**src/verilog/branch_pkg.sv**
```systemverilog
`default_nettype none
package branch_pkg;
   localparam int PC_W = 16;
   localparam int OFS_W = 7;
   localparam int FLAG_IDX_W = 3;
   // Status flag bit positions
   localparam logic [2:0] FLAG_C = 3'h0;
   localparam logic [2:0] FLAG_Z = 3'h1;
   localparam logic [2:0] FLAG_N = 3'h2;
   localparam logic [2:0] FLAG_V = 3'h3;
   localparam logic [2:0] FLAG_S = 3'h4;
   localparam logic [2:0] FLAG_H = 3'h5;
   localparam logic [2:0] FLAG_T = 3'h6;
   localparam logic [2:0] FLAG_I = 3'h7;
   localparam logic [15:0] PC_RESET = 16'h0000;
   localparam logic [15:0] PC_STEP = 16'h0001;
   localparam int TAKEN_CYCLES = 2;
   localparam int NOT_TAKEN_CYCLES = 1;
   typedef enum logic [3:0] {
      OP_NONE = 4'h0,
      OP_FLAG_SET = 4'h1,
      OP_FLAG_CLEAR = 4'h2,
      OP_EQUAL = 4'h3,
      OP_NOT_EQUAL = 4'h4,
      OP_CARRY_SET = 4'h5,
      OP_UNSIGNED_LOWER = 4'h6,
      OP_CARRY_CLEAR = 4'h7,
      OP_SAME_OR_HIGHER = 4'h8,
      OP_NEGATIVE = 4'h9,
      OP_POSITIVE = 4'hA,
      OP_SIGNED_GE = 4'hB,
      OP_SIGNED_LESS = 4'hC,
      OP_HALF_SET = 4'hD,
      OP_HALF_CLEAR = 4'hE,
      OP_COPY_BIT_SET = 4'hF
   } branch_op_e;
   typedef enum logic [0:0] {
      ST_IDLE = 1'b0,
      ST_JUMP = 1'b1
   } branch_state_e;
endpackage
`default_nettype wire

```
**src/verilog/branch_condition.sv**
```systemverilog
`default_nettype none
module branch_condition
   import branch_pkg::*;
(
   input wire logic [3:0] op,
   input wire logic [FLAG_IDX_W-1:0] flag_idx,
   input wire logic [7:0] status_flags_word,
   output logic cond_true
);
   logic c_f, z_f, n_f, v_f, h_f, t_f;
   assign c_f = status_flags_word[FLAG_C];
   assign z_f = status_flags_word[FLAG_Z];
   assign n_f = status_flags_word[FLAG_N];
   assign v_f = status_flags_word[FLAG_V];
   assign h_f = status_flags_word[FLAG_H];
   assign t_f = status_flags_word[FLAG_T];

   always_comb begin
      unique case (op)
         OP_FLAG_SET: cond_true = status_flags_word[flag_idx]; // RULE1
         OP_FLAG_CLEAR: cond_true = ~status_flags_word[flag_idx]; // RULE2
         OP_EQUAL: cond_true = z_f; // RULE3
         OP_NOT_EQUAL: cond_true = ~z_f; // RULE4
         OP_CARRY_SET, OP_UNSIGNED_LOWER: cond_true = c_f; // RULE5
         OP_CARRY_CLEAR, OP_SAME_OR_HIGHER: cond_true = ~c_f; // RULE6
         OP_NEGATIVE: cond_true = n_f; // RULE7
         OP_POSITIVE: cond_true = ~n_f; // RULE8
         OP_SIGNED_GE: cond_true = ~(n_f ^ v_f); // RULE9
         OP_SIGNED_LESS: cond_true = n_f ^ v_f; // RULE10
         OP_HALF_SET: cond_true = h_f; // RULE11
         OP_HALF_CLEAR: cond_true = ~h_f; // RULE12
         OP_COPY_BIT_SET: cond_true = t_f; // RULE13
         OP_NONE: cond_true = 1'b0;
      endcase
   end
endmodule
`default_nettype wire

```
**src/verilog/conditional_branch_unit.sv**
```systemverilog
`default_nettype none
// Behaviour
// [RULE1] Flag-set branch: selected flag one jumps
// [RULE2] Flag-clear branch: selected flag zero jumps
// [RULE3] Equal branch jumps when zero flag set
// [RULE4] Not-equal branch jumps when zero clear
// [RULE5] Carry-set and lower identical, carry one
// [RULE6] Carry-clear and same-or-higher identical, carry zero
// [RULE7] Negative branch jumps when negative flag set
// [RULE8] Positive branch jumps when negative clear
// [RULE9] Signed-ge jumps when N xor V zero
// [RULE10] Signed-less jumps when N xor V one
// [RULE11] Half-set jumps when half-carry one
// [RULE12] Half-clear jumps when half-carry zero
// [RULE13] Copy-bit-set jumps when T flag one
// [RULE14] False one cycle, taken two, signed offset
module conditional_branch_unit
   import branch_pkg::*;
(
   input wire logic ref_clk,
   input wire logic rst_b,
   input wire logic issue,
   input wire logic [3:0] op,
   input wire logic [FLAG_IDX_W-1:0] flag_idx,
   input wire logic [OFS_W-1:0] offset,
   input wire logic [PC_W-1:0] pc_in,
   input wire logic [7:0] status_flags_word,
   output logic busy,
   output logic done,
   output logic taken_r,
   output logic pc_load_r,
   output logic [PC_W-1:0] pc_target_r,
   output logic flags_write
);
   branch_state_e state_r;
   logic cond_true;
   logic accept;
   logic [PC_W-1:0] target_nxt;

   branch_condition u_cond (
      .op(op),
      .flag_idx(flag_idx),
      .status_flags_word(status_flags_word),
      .cond_true(cond_true)
   );

   assign busy = (state_r == ST_JUMP);
   assign accept = issue && !busy;
   // Word displacement, sign extended
   assign target_nxt = pc_in + {{(PC_W-OFS_W){offset[OFS_W-1]}}, offset} + PC_STEP; // RULE14
   // Branches never modify status flags
   assign flags_write = 1'b0; // RULE1
   // Instruction retires at the end of cycle one (not taken) or two (taken)
   assign done = (accept && !cond_true) || busy; // RULE14

   always_ff @(posedge ref_clk) begin
      if (!rst_b) begin
         state_r <= ST_IDLE;
      end else if (accept && cond_true) begin
         state_r <= ST_JUMP; // RULE14
      end else begin
         state_r <= ST_IDLE;
      end
   end

   always_ff @(posedge ref_clk) begin
      if (!rst_b) begin
         taken_r <= 1'b0;
         pc_load_r <= 1'b0;
         pc_target_r <= PC_RESET;
      end else begin
         taken_r <= accept && cond_true;
         pc_load_r <= accept && cond_true;
         if (accept && cond_true) begin
            pc_target_r <= target_nxt;
         end
      end
   end
endmodule
`default_nettype wire
```
**config.mk**
```make
export PLATFORM = sky130hd
export DESIGN_NAME = conditional_branch_unit
export DESIGN_NICKNAME = d
export VERILOG_FILES = /design/src/verilog/branch_pkg.sv /design/src/verilog/branch_condition.sv /design/src/verilog/conditional_branch_unit.sv
export SDC_FILE = /design/constraint.sdc
export NUM_CORES = 1
export LEC_CHECK = 0
export BUFFER_PORTS_ARGS = -buffer_cell sky130_fd_sc_hd__buf_2
export CAP_MARGIN = 20
export CORE_UTILIZATION = 53
export CTS_CLUSTER_SIZE = 10
export DETAILED_ROUTE_END_ITERATION = 7
export PLACE_DENSITY = 0.85
export SYNTH_ARGS = -nofsm -noshare
export SYNTH_HDL_FRONTEND = slang
export SYNTH_SLANG_ARGS = --single-unit
```
**constraint.sdc**
```tcl
create_clock -name ref_clk -period 5.8 [get_ports ref_clk]
set_input_delay 0.58 -clock ref_clk [delete_from_list [all_inputs] [get_ports ref_clk]]
set_output_delay 0.58 -clock ref_clk [all_outputs]
set_load 0.01 [all_outputs]
```
== Word-level counts from Yosys, hierarchy flattened ==
Index checks and enable logic that the tools add are counted.
W data, S select, Z words.

* Logic and storage cells: 41
* Output and inout bits: 21
* Input bits: 41
* Bits in registers: 18

* $add $sub $neg: 2
* Reduce and logical (&&, ||, !) cells: 9
* $lt $le $gt $ge: 1
* Mux-type cells: 4
* Bitwise logic cells: 7
* Eq/ne operators: 15

{| class="wikitable"
|+ Operators with widths
! cell !! count
|-
| $eq A4 B4 Y1 const B || 8
|-
| $add A16 B1 Y16 const B || 1
|-
| $add A16 B16 Y16 || 1
|-
| $eq A4 B3 Y1 const B || 4
|-
| $pmux W1 S14 || 1
|-
| $eq A4 B2 Y1 const B || 2
|-
| $not A1 Y1 || 6
|-
| $eq A4 B1 Y1 const B || 1
|-
| $logic_not A4 Y1 || 1
|-
| $lt A3 B4 Y1 const B || 1
|-
| $reduce_or A2 Y1 || 2
|-
| $bmux W1 S3 || 1
|-
| $logic_and A1 B1 Y1 || 3
|-
| $logic_not A1 Y1 || 2
|-
| $mux W1 || 2
|-
| $logic_or A1 B1 Y1 || 1
|-
| $xor A1 B1 Y1 || 1
|}

== Longest topological paths before layout ==
Gate-level depths: netlist of run 1.

* Depth in word-level cells: 7
* Depth in mapped cells: 11
* Gate-level depth less buffers: 11

== By module ==
From an unflattened synthesis of run 1, not the netlist that was laid out.

* Cell total of the unflattened synthesis: 203
* Area total of the unflattened synthesis: 1,601.5 µm²

{| class="wikitable"
|+ By module, submodules not included
! module !! sequential area each (µm²) !! area each (µm²) !! times used !! cells each
|-
| conditional_branch_unit || 340.3 || 1,328.8 || 1 || 166
|-
| branch_condition || 0.0 || 272.8 || 1 || 37
|}

== Worst setup path before layout of run 1 ==
OpenSTA, ideal clock, no wires.

* Kind: input port to output port
* From: in flag_idx[0]
* To: out done
* Path slack: 3,292 ps
* Data arrival time: 1,928 ps
* Data required time: 5,220 ps
* Path buffers: 0
* Stages: 6
* Cell sequence: mux4_2 nor2_1 nor3_1 or4_4 nand3_1 a21o_1

* Cells in the longest elaborated chain, start to end: 7

{| class="wikitable"
|+ RTL lines
! item !! RTL line !! RTL
|-
| start, declared || conditional_branch_unit.sv:24 || <nowiki>input wire logic [FLAG_IDX_W-1:0] flag_idx,</nowiki>
|-
| $bmux W1 S3 * || branch_condition.sv:20, branch_condition.sv:21 ||
|-
| $mux W1 (not written as such) * || branch_condition.sv:20, branch_condition.sv:21 ||
|-
| $not A1 Y1 || branch_condition.sv:21 || <nowiki>OP_FLAG_CLEAR: cond_true = ~status_flags_word[flag_idx];</nowiki>
|-
| $pmux W1 S14 * || branch_condition.sv:19 || <nowiki>unique case (op)</nowiki>
|-
| $logic_not A1 Y1 * || conditional_branch_unit.sv:54 || <nowiki>assign done = (accept && !cond_true) || busy;</nowiki>
|-
| $logic_and A1 B1 Y1 * || conditional_branch_unit.sv:54 ||
|-
| $logic_or A1 B1 Y1 * || conditional_branch_unit.sv:54 ||
|-
| end, declared || conditional_branch_unit.sv:29 || <nowiki>output logic done,</nowiki>
|}

Every way passes the cells marked *; elsewhere a longest branch is shown, timed or not. The select of a mux whose other input is x is not followed.

== Worst setup path in the final report of run 1 ==
Ends and elaborated chain as after synthesis.

==> results of run 1 <==
## per-layer routing
metal	up-vias	track usage, %	share of wire (%)
met4	0	3.14	0.41
met5	-	0	0
met3	2	2.95	4.4
met2	39	34.9	48
met1	728	28.1	48
li1	819	-	-
## flip-flops by register name, summed over array words and instances, names as in the netlist
signal	cells
pc_target_r	16
busy	1
## layout by cell type (no fill, tap or decap), types with 2 or more instances in the layout
cell	count
o211ai_1	2
a211oi_2	2
mux2i_1	13
nand4_1	2
clkbuf_4	3
dfxtp_1	17
xor2_1	5
o21ai_0	7
a21oi_1	14
ha_1	15
inv_2	2
nor2b_1	7
a211oi_1	2
nand3_1	6
buf_2	60
nand2_1	10
xnor2_1	11
a31o_2	3
and3_1	2
inv_1	8
a21o_1	6
a31oi_1	4
nor2_1	19
nand2b_1	2
o221ai_1	2
## worst max path at each step
stage                start   end  slack (ns)
4_1_cts        flag_idx[0]  done        3.04
3_3_place_gp   flag_idx[0]  done        3.06
2_1_floorplan  flag_idx[0]  done        3.29
3_5_place_dp   flag_idx[0]  done        3.05
5_1_grt        flag_idx[0]  done        2.94
6_report       flag_idx[0]  done        3.05
## through the flow
step | power (mW) | cell area, um^2 | cells | setup slack, ns
floorplan | 0.260 | 1630 | 193 | 3.29
global placement | 0.301 | 1910 | 276 | 3.06
detailed placement | 0.305 | 1910 | 276 | 3.05
CTS | 0.371 | 1940 | 280 | 3.04
global route | 0.396 | 1940 | 280 | 2.94
finish | 0.369 | 1940 | 280 | 3.05
## worst register-to-register path: cells and delay by family, from the launching register on
kind / cells / cell delay, ns
and+or+nand+nor: 3 / 0.87
DFF: 1 / 0.35
AOI/OAI and AO/OA: 1 / 0.19
## final cells by class
cell class | instances | area [um^2] | area share (%)
flip-flops and latches | 17 | 340 | 17.5
well taps | 31 | 38.8 | 2.00
repair buffers | 60 | 300 | 15.5
multi-input cells | 158 | 1190 | 61.6
clock inverters | 1 | 5.00 | 0.258
clock buffers | 3 | 22.5 | 1.16
inverters | 10 | 37.5 | 1.94
## power by group through the flow
| stage | combinational (mW) | clock, mW | sequential (mW) |
|---|---|---|---|
| 3_3_place_gp | 0.165 | 0 | 0.137 |
| 5_1_grt | 0.187 | 0.0736 | 0.135 |
| 3_5_place_dp | 0.168 | 0 | 0.137 |
| 2_1_floorplan | 0.118 | 0 | 0.142 |
| 6_report | 0.168 | 0.0671 | 0.134 |
| 4_1_cts | 0.169 | 0.0680 | 0.134 |
## logic make-up after synthesis
| kind of cell | share of synthesized area [%] |
|---|---|
| buffers and inverters | 5.98 |
| xor gates and xnor gates | 8.58 |
| DFF | 20.8 |
| adders and majority gates | 12.7 |
| muxes | 10.0 |
| other | 0.230 |
| AOI/OAI and AO/OA | 24.1 |
| and+or+nand+nor | 17.5 |
==> flow_summary.toml, run 1 <==
[grt]
grt_overflow = 0
grt_pass1_wl_um = 5510
grt_antenna_before_repair = 0
grt_max_degree = 19
grt_usage_pct = 20.5
grt_pass1_vias = 1329

[power_and_ir_drop]
ir_worst_vdd_v = 0.0000968
pwr-share-comb_pct = 45.5
intPower_uw = 233
pwr-share-seq_pct = 36.3
cellPowerDensity_nw_per_um2 = 190
swShare_pct = 36.9
p_sw_uw = 136
leakage_nw = 1.00
clkPwrFrac_pct = 18.2

[timing]
hold-worst-slack_ns = 0.461
grt_setup_unrepaired = "no"
setup_tns_ns = 0
setup_viol = 0
max_freq_mhz = 364
worst_slew_pin_slew_ns = 0.505
period_needed_ns = 2.75
finalMaxSlewViolations = 0
relSlewSlack_pct = 66.3
clock_skew_ns = 0.0183
hold_viol = 0
fin_crit_sh_pct = 47.3

[clock_tree]
numCtsBuffers = 3
worstSkewPairLatency_ns = 0.30
cts_tree = "yes"
htreeDepth = 1
cts_repair_resize_count = 0
clock_sinks = 17
cts_buffer_depth = 2
clkTransAtPathRegs_ns = 0.10
post_cts_buffers = 0
cts_root_buf = "clkbuf_4"
cts_hold_buf = 0

[final_layout]
finish.net_count = 307
diodes = 0
drive_gt1_share_pct = 30.9
area_growth_pct = 18.8
fill_cells = 245
final_core_util_pct = 68.6

[critical_path]
worst-path-buf-inv = 2
endpoint_kind = "output port"
crit_family = "simple AND/OR/NAND/NOR gates"
r2r_setup_slack_ns = 4.33
crit_path_max_incr_delay_ns = 0.51
path_class = "input pin to output port"
slowest_stage = "or4_4"
crit_required_ns = 5.22
cp_common_cell = "buf_2"
ff2ff_path_depth = 4
cp_num_cells = 8
startpoint_type = "input pin"
worst-path-max-fanout = 3
r2r_end = "pc_target_r[0]"
cp.arrival_ns = 2.17
crit_chain = "buf_2 > mux4_2 > nor2_1 > nor3_1 > or4_4 > nand3_1 > a21o_1 > buf_2"
r2r_start = "busy"

[route]
drc = 6
post_drt_via_cell_ratio = 5.67
vias = 1588
drt_iter0_drc = 40
routed_wl_um = 3400
wire_per_inst_um = 12.1
ant_nets = 0
drtPass1Iterations = 8

[synth]
netlist_top_cells_area = "dfxtp_1 (21%), ha_1 (11%), mux2i_1 (8.0%)"
synth_top_cell_area_share_pct = 20.8
yosysSeqAreaShare_pct = 20.8
synth_commonest_cells = "nor2_1 (19), dfxtp_1 (17), ha_1 (15)"
synth_edf_count = 0
yosys.area.top_type = "dfxtp_1"
synth_area_um2 = 1630
netlist_instances = 193
ys.warnings.count = 0
synth_most_common_cell = "nor2_1"
syn_area_per_cell_um2 = 8.46
synthFlopType = "dfxtp_1"
async_flop_share_pct = 0
syn_nets = 250
synth_cell_types = 51
ys_ff_latch = 17

[flow_run]
cap_violations = 0

[worst_hold_path]
min_path_cells = 2
hold_end = "pc_target_r[14]"
min_path_type = "flop to flop"
hp-start = "pc_target_r[14]"

[place]
post-dp-hpwl_um = 2770
port_buffers = 60
gp_congestion = 0.856

[floorplanning]
std_cell_rows = 19
core_area_um2 = 2830
ioPinCount = 62
die_x_um = 57.5
fp.dieH_um = 57.5
dieArea_um2 = 3310
start_util_pct = 57.7

[outcome]
violations = "design-rule violations"
status = "complete, but fails checks"
Power figures use the tool's default switching activity.
==> run 2: changes to the inputs <==
CORE_UTILIZATION = 49   (was 53)
PLACE_DENSITY = 0.8   (was 0.85)
clock period = 2.8 ns   (was 5.8 ns; I/O delays follow)
==> flow_summary.toml, run 2 (synthesis gave the netlist of run 1 again) <==
[outcome]
status = "finished clean"

[final_layout]
area_growth_pct = 19.9
mostFrequentLayoutCell = "buf_2"
largest_reg_flops = 16
finish.net_count = 307
drive_gt1_share_pct = 30.9
most-common-layout-cells = "buf_2 (60), nor2_1 (19), dfxtp_1 (17), ha_1 (15), a21oi_1 (14)"
top_register = "pc_target_r"
diodes = 0
final_core_util_pct = 63.1

[clock_tree]
worstSkewPairLatency_ns = 0.28
numCtsBuffers = 3
post_cts_buffers = 0
cts_root_buf = "clkbuf_4"
clkTransAtPathRegs_ns = 0.10
cts_hold_buf = 0
cts_tree = "yes"
clock_sinks = 17
htreeDepth = 1
cts_repair_resize_count = 0
cts_buffer_depth = 2

[power_and_ir_drop]
clkPwrFrac_pct = 17.2
pwr-share-comb_pct = 46.1
pwr-share-seq_pct = 36.7
ir_worst_vdd_v = 0.000177
intPower_uw = 483
leakage_nw = 1.00
p_sw_uw = 276
swShare_pct = 36.4
cellPowerDensity_nw_per_um2 = 388

[route]
ant_nets = 0
drt_iter0_drc = 101
routed_wl_um = 3490
drtPass1Iterations = 4
post_drt_via_cell_ratio = 5.41
vias = 1586
wire_per_inst_um = 11.9
drc = 0

[worst_hold_path]
min_path_cells = 3
min_path_type = "input pin to flop"

[floorplanning]
dieArea_um2 = 3570
start_util_pct = 52.6
die_x_um = 59.7
ioPinCount = 62
core_area_um2 = 3100
fp.dieH_um = 59.7
std_cell_rows = 20

[critical_path]
endpoint_kind = "output port"
path_class = "input pin to output port"
r2r_setup_slack_ns = 1.39
cp.arrival_ns = 1.88
ff2ff_path_depth = 4
worst-path-max-fanout = 3
startpoint_type = "input pin"
crit_required_ns = 2.52

[grt]
grt_pass1_wl_um = 5490
grt_antenna_before_repair = 0
grt_usage_pct = 19.7
grt_pass1_vias = 1314
grt_overflow = 0
grt_max_degree = 19

[timing]
finalMaxSlewViolations = 0
setup_viol = 0
hold-worst-slack_ns = 0.296
grt_setup_unrepaired = "no"
fin_crit_sh_pct = 77.1
setup_tns_ns = 0
clock_skew_ns = 0.00415
max_freq_mhz = 463
worst_slack_ns = 0.642
hold_viol = 0
period_needed_ns = 2.16

[place]
pre_cts_ws_ns = 0.504
gp_congestion = 0.842
port_buffers = 60
post-dp-hpwl_um = 2870

[flow_run]
cap_violations = 0
-- run 2: cell types whose count changed in the layout (fill, tap and decap cells not counted), sizes merged --
cell / change
clkinv: -1
clkinvlp: +1
-- run 2: per-stage QoR --
| stage | std cells | area [um^2] | power, mW |
|---|---|---|---|
| 5_1_grt | 293 | 1960 | 0.819 |
| 3_5_place_dp | 289 | 1930 | 0.634 |
| 6_report | 293 | 1960 | 0.760 |
| 4_1_cts | 293 | 1960 | 0.766 |
| 2_1_floorplan | 193 | 1630 | 0.539 |
| 3_3_place_gp | 289 | 1930 | 0.628 |
-- run 2: final cells by class --
| cell class | instances | area, um^2 |
|---|---|---|
| timing repair buffer | 60 | 300 |
| inverter | 10 | 37.5 |
| multi-input combinational | 158 | 1190 |
| clock inverter | 1 | 7.51 |
| tap | 44 | 55.1 |
| fill | 296 | 1140 |
| clock buffer | 3 | 22.5 |
| sequential | 17 | 340 |
-- run 2: metal layers --
metal,vias up,track usage (%),share of wire (%)
li1,819,-,-
met1,722,26.3,46
met2,43,33.5,49
met3,2,3.46,5.0
met4,0,2.99,0.23
met5,-,0,0
-- run 2: worst paths after layout --
check / endpoint / start
worst min-delay path: pc_target_r[13] / rst_b
worst min register to register: pc_target_r[13] / pc_target_r[13]
worst max register to register: pc_target_r[15] / busy
worst max-delay path: done / flag_idx[0]
-- run 2: critical path, cell delays in order --
cell     delay, ns
buf_2         0.11
mux4_2        0.48
nor2_1        0.10
nor3_1        0.07
or4_4         0.51
nand3_1       0.09
a21o_1        0.11
buf_2         0.12
-- run 2: power groups by stage --
stage	Combinational, mW	Clock [mW]	Sequential, mW
global placement	0.344	0	0.285
finish	0.350	0.131	0.279
CTS	0.351	0.135	0.279
global route	0.386	0.151	0.282
detailed placement	0.349	0	0.285
floorplan	0.244	0	0.295
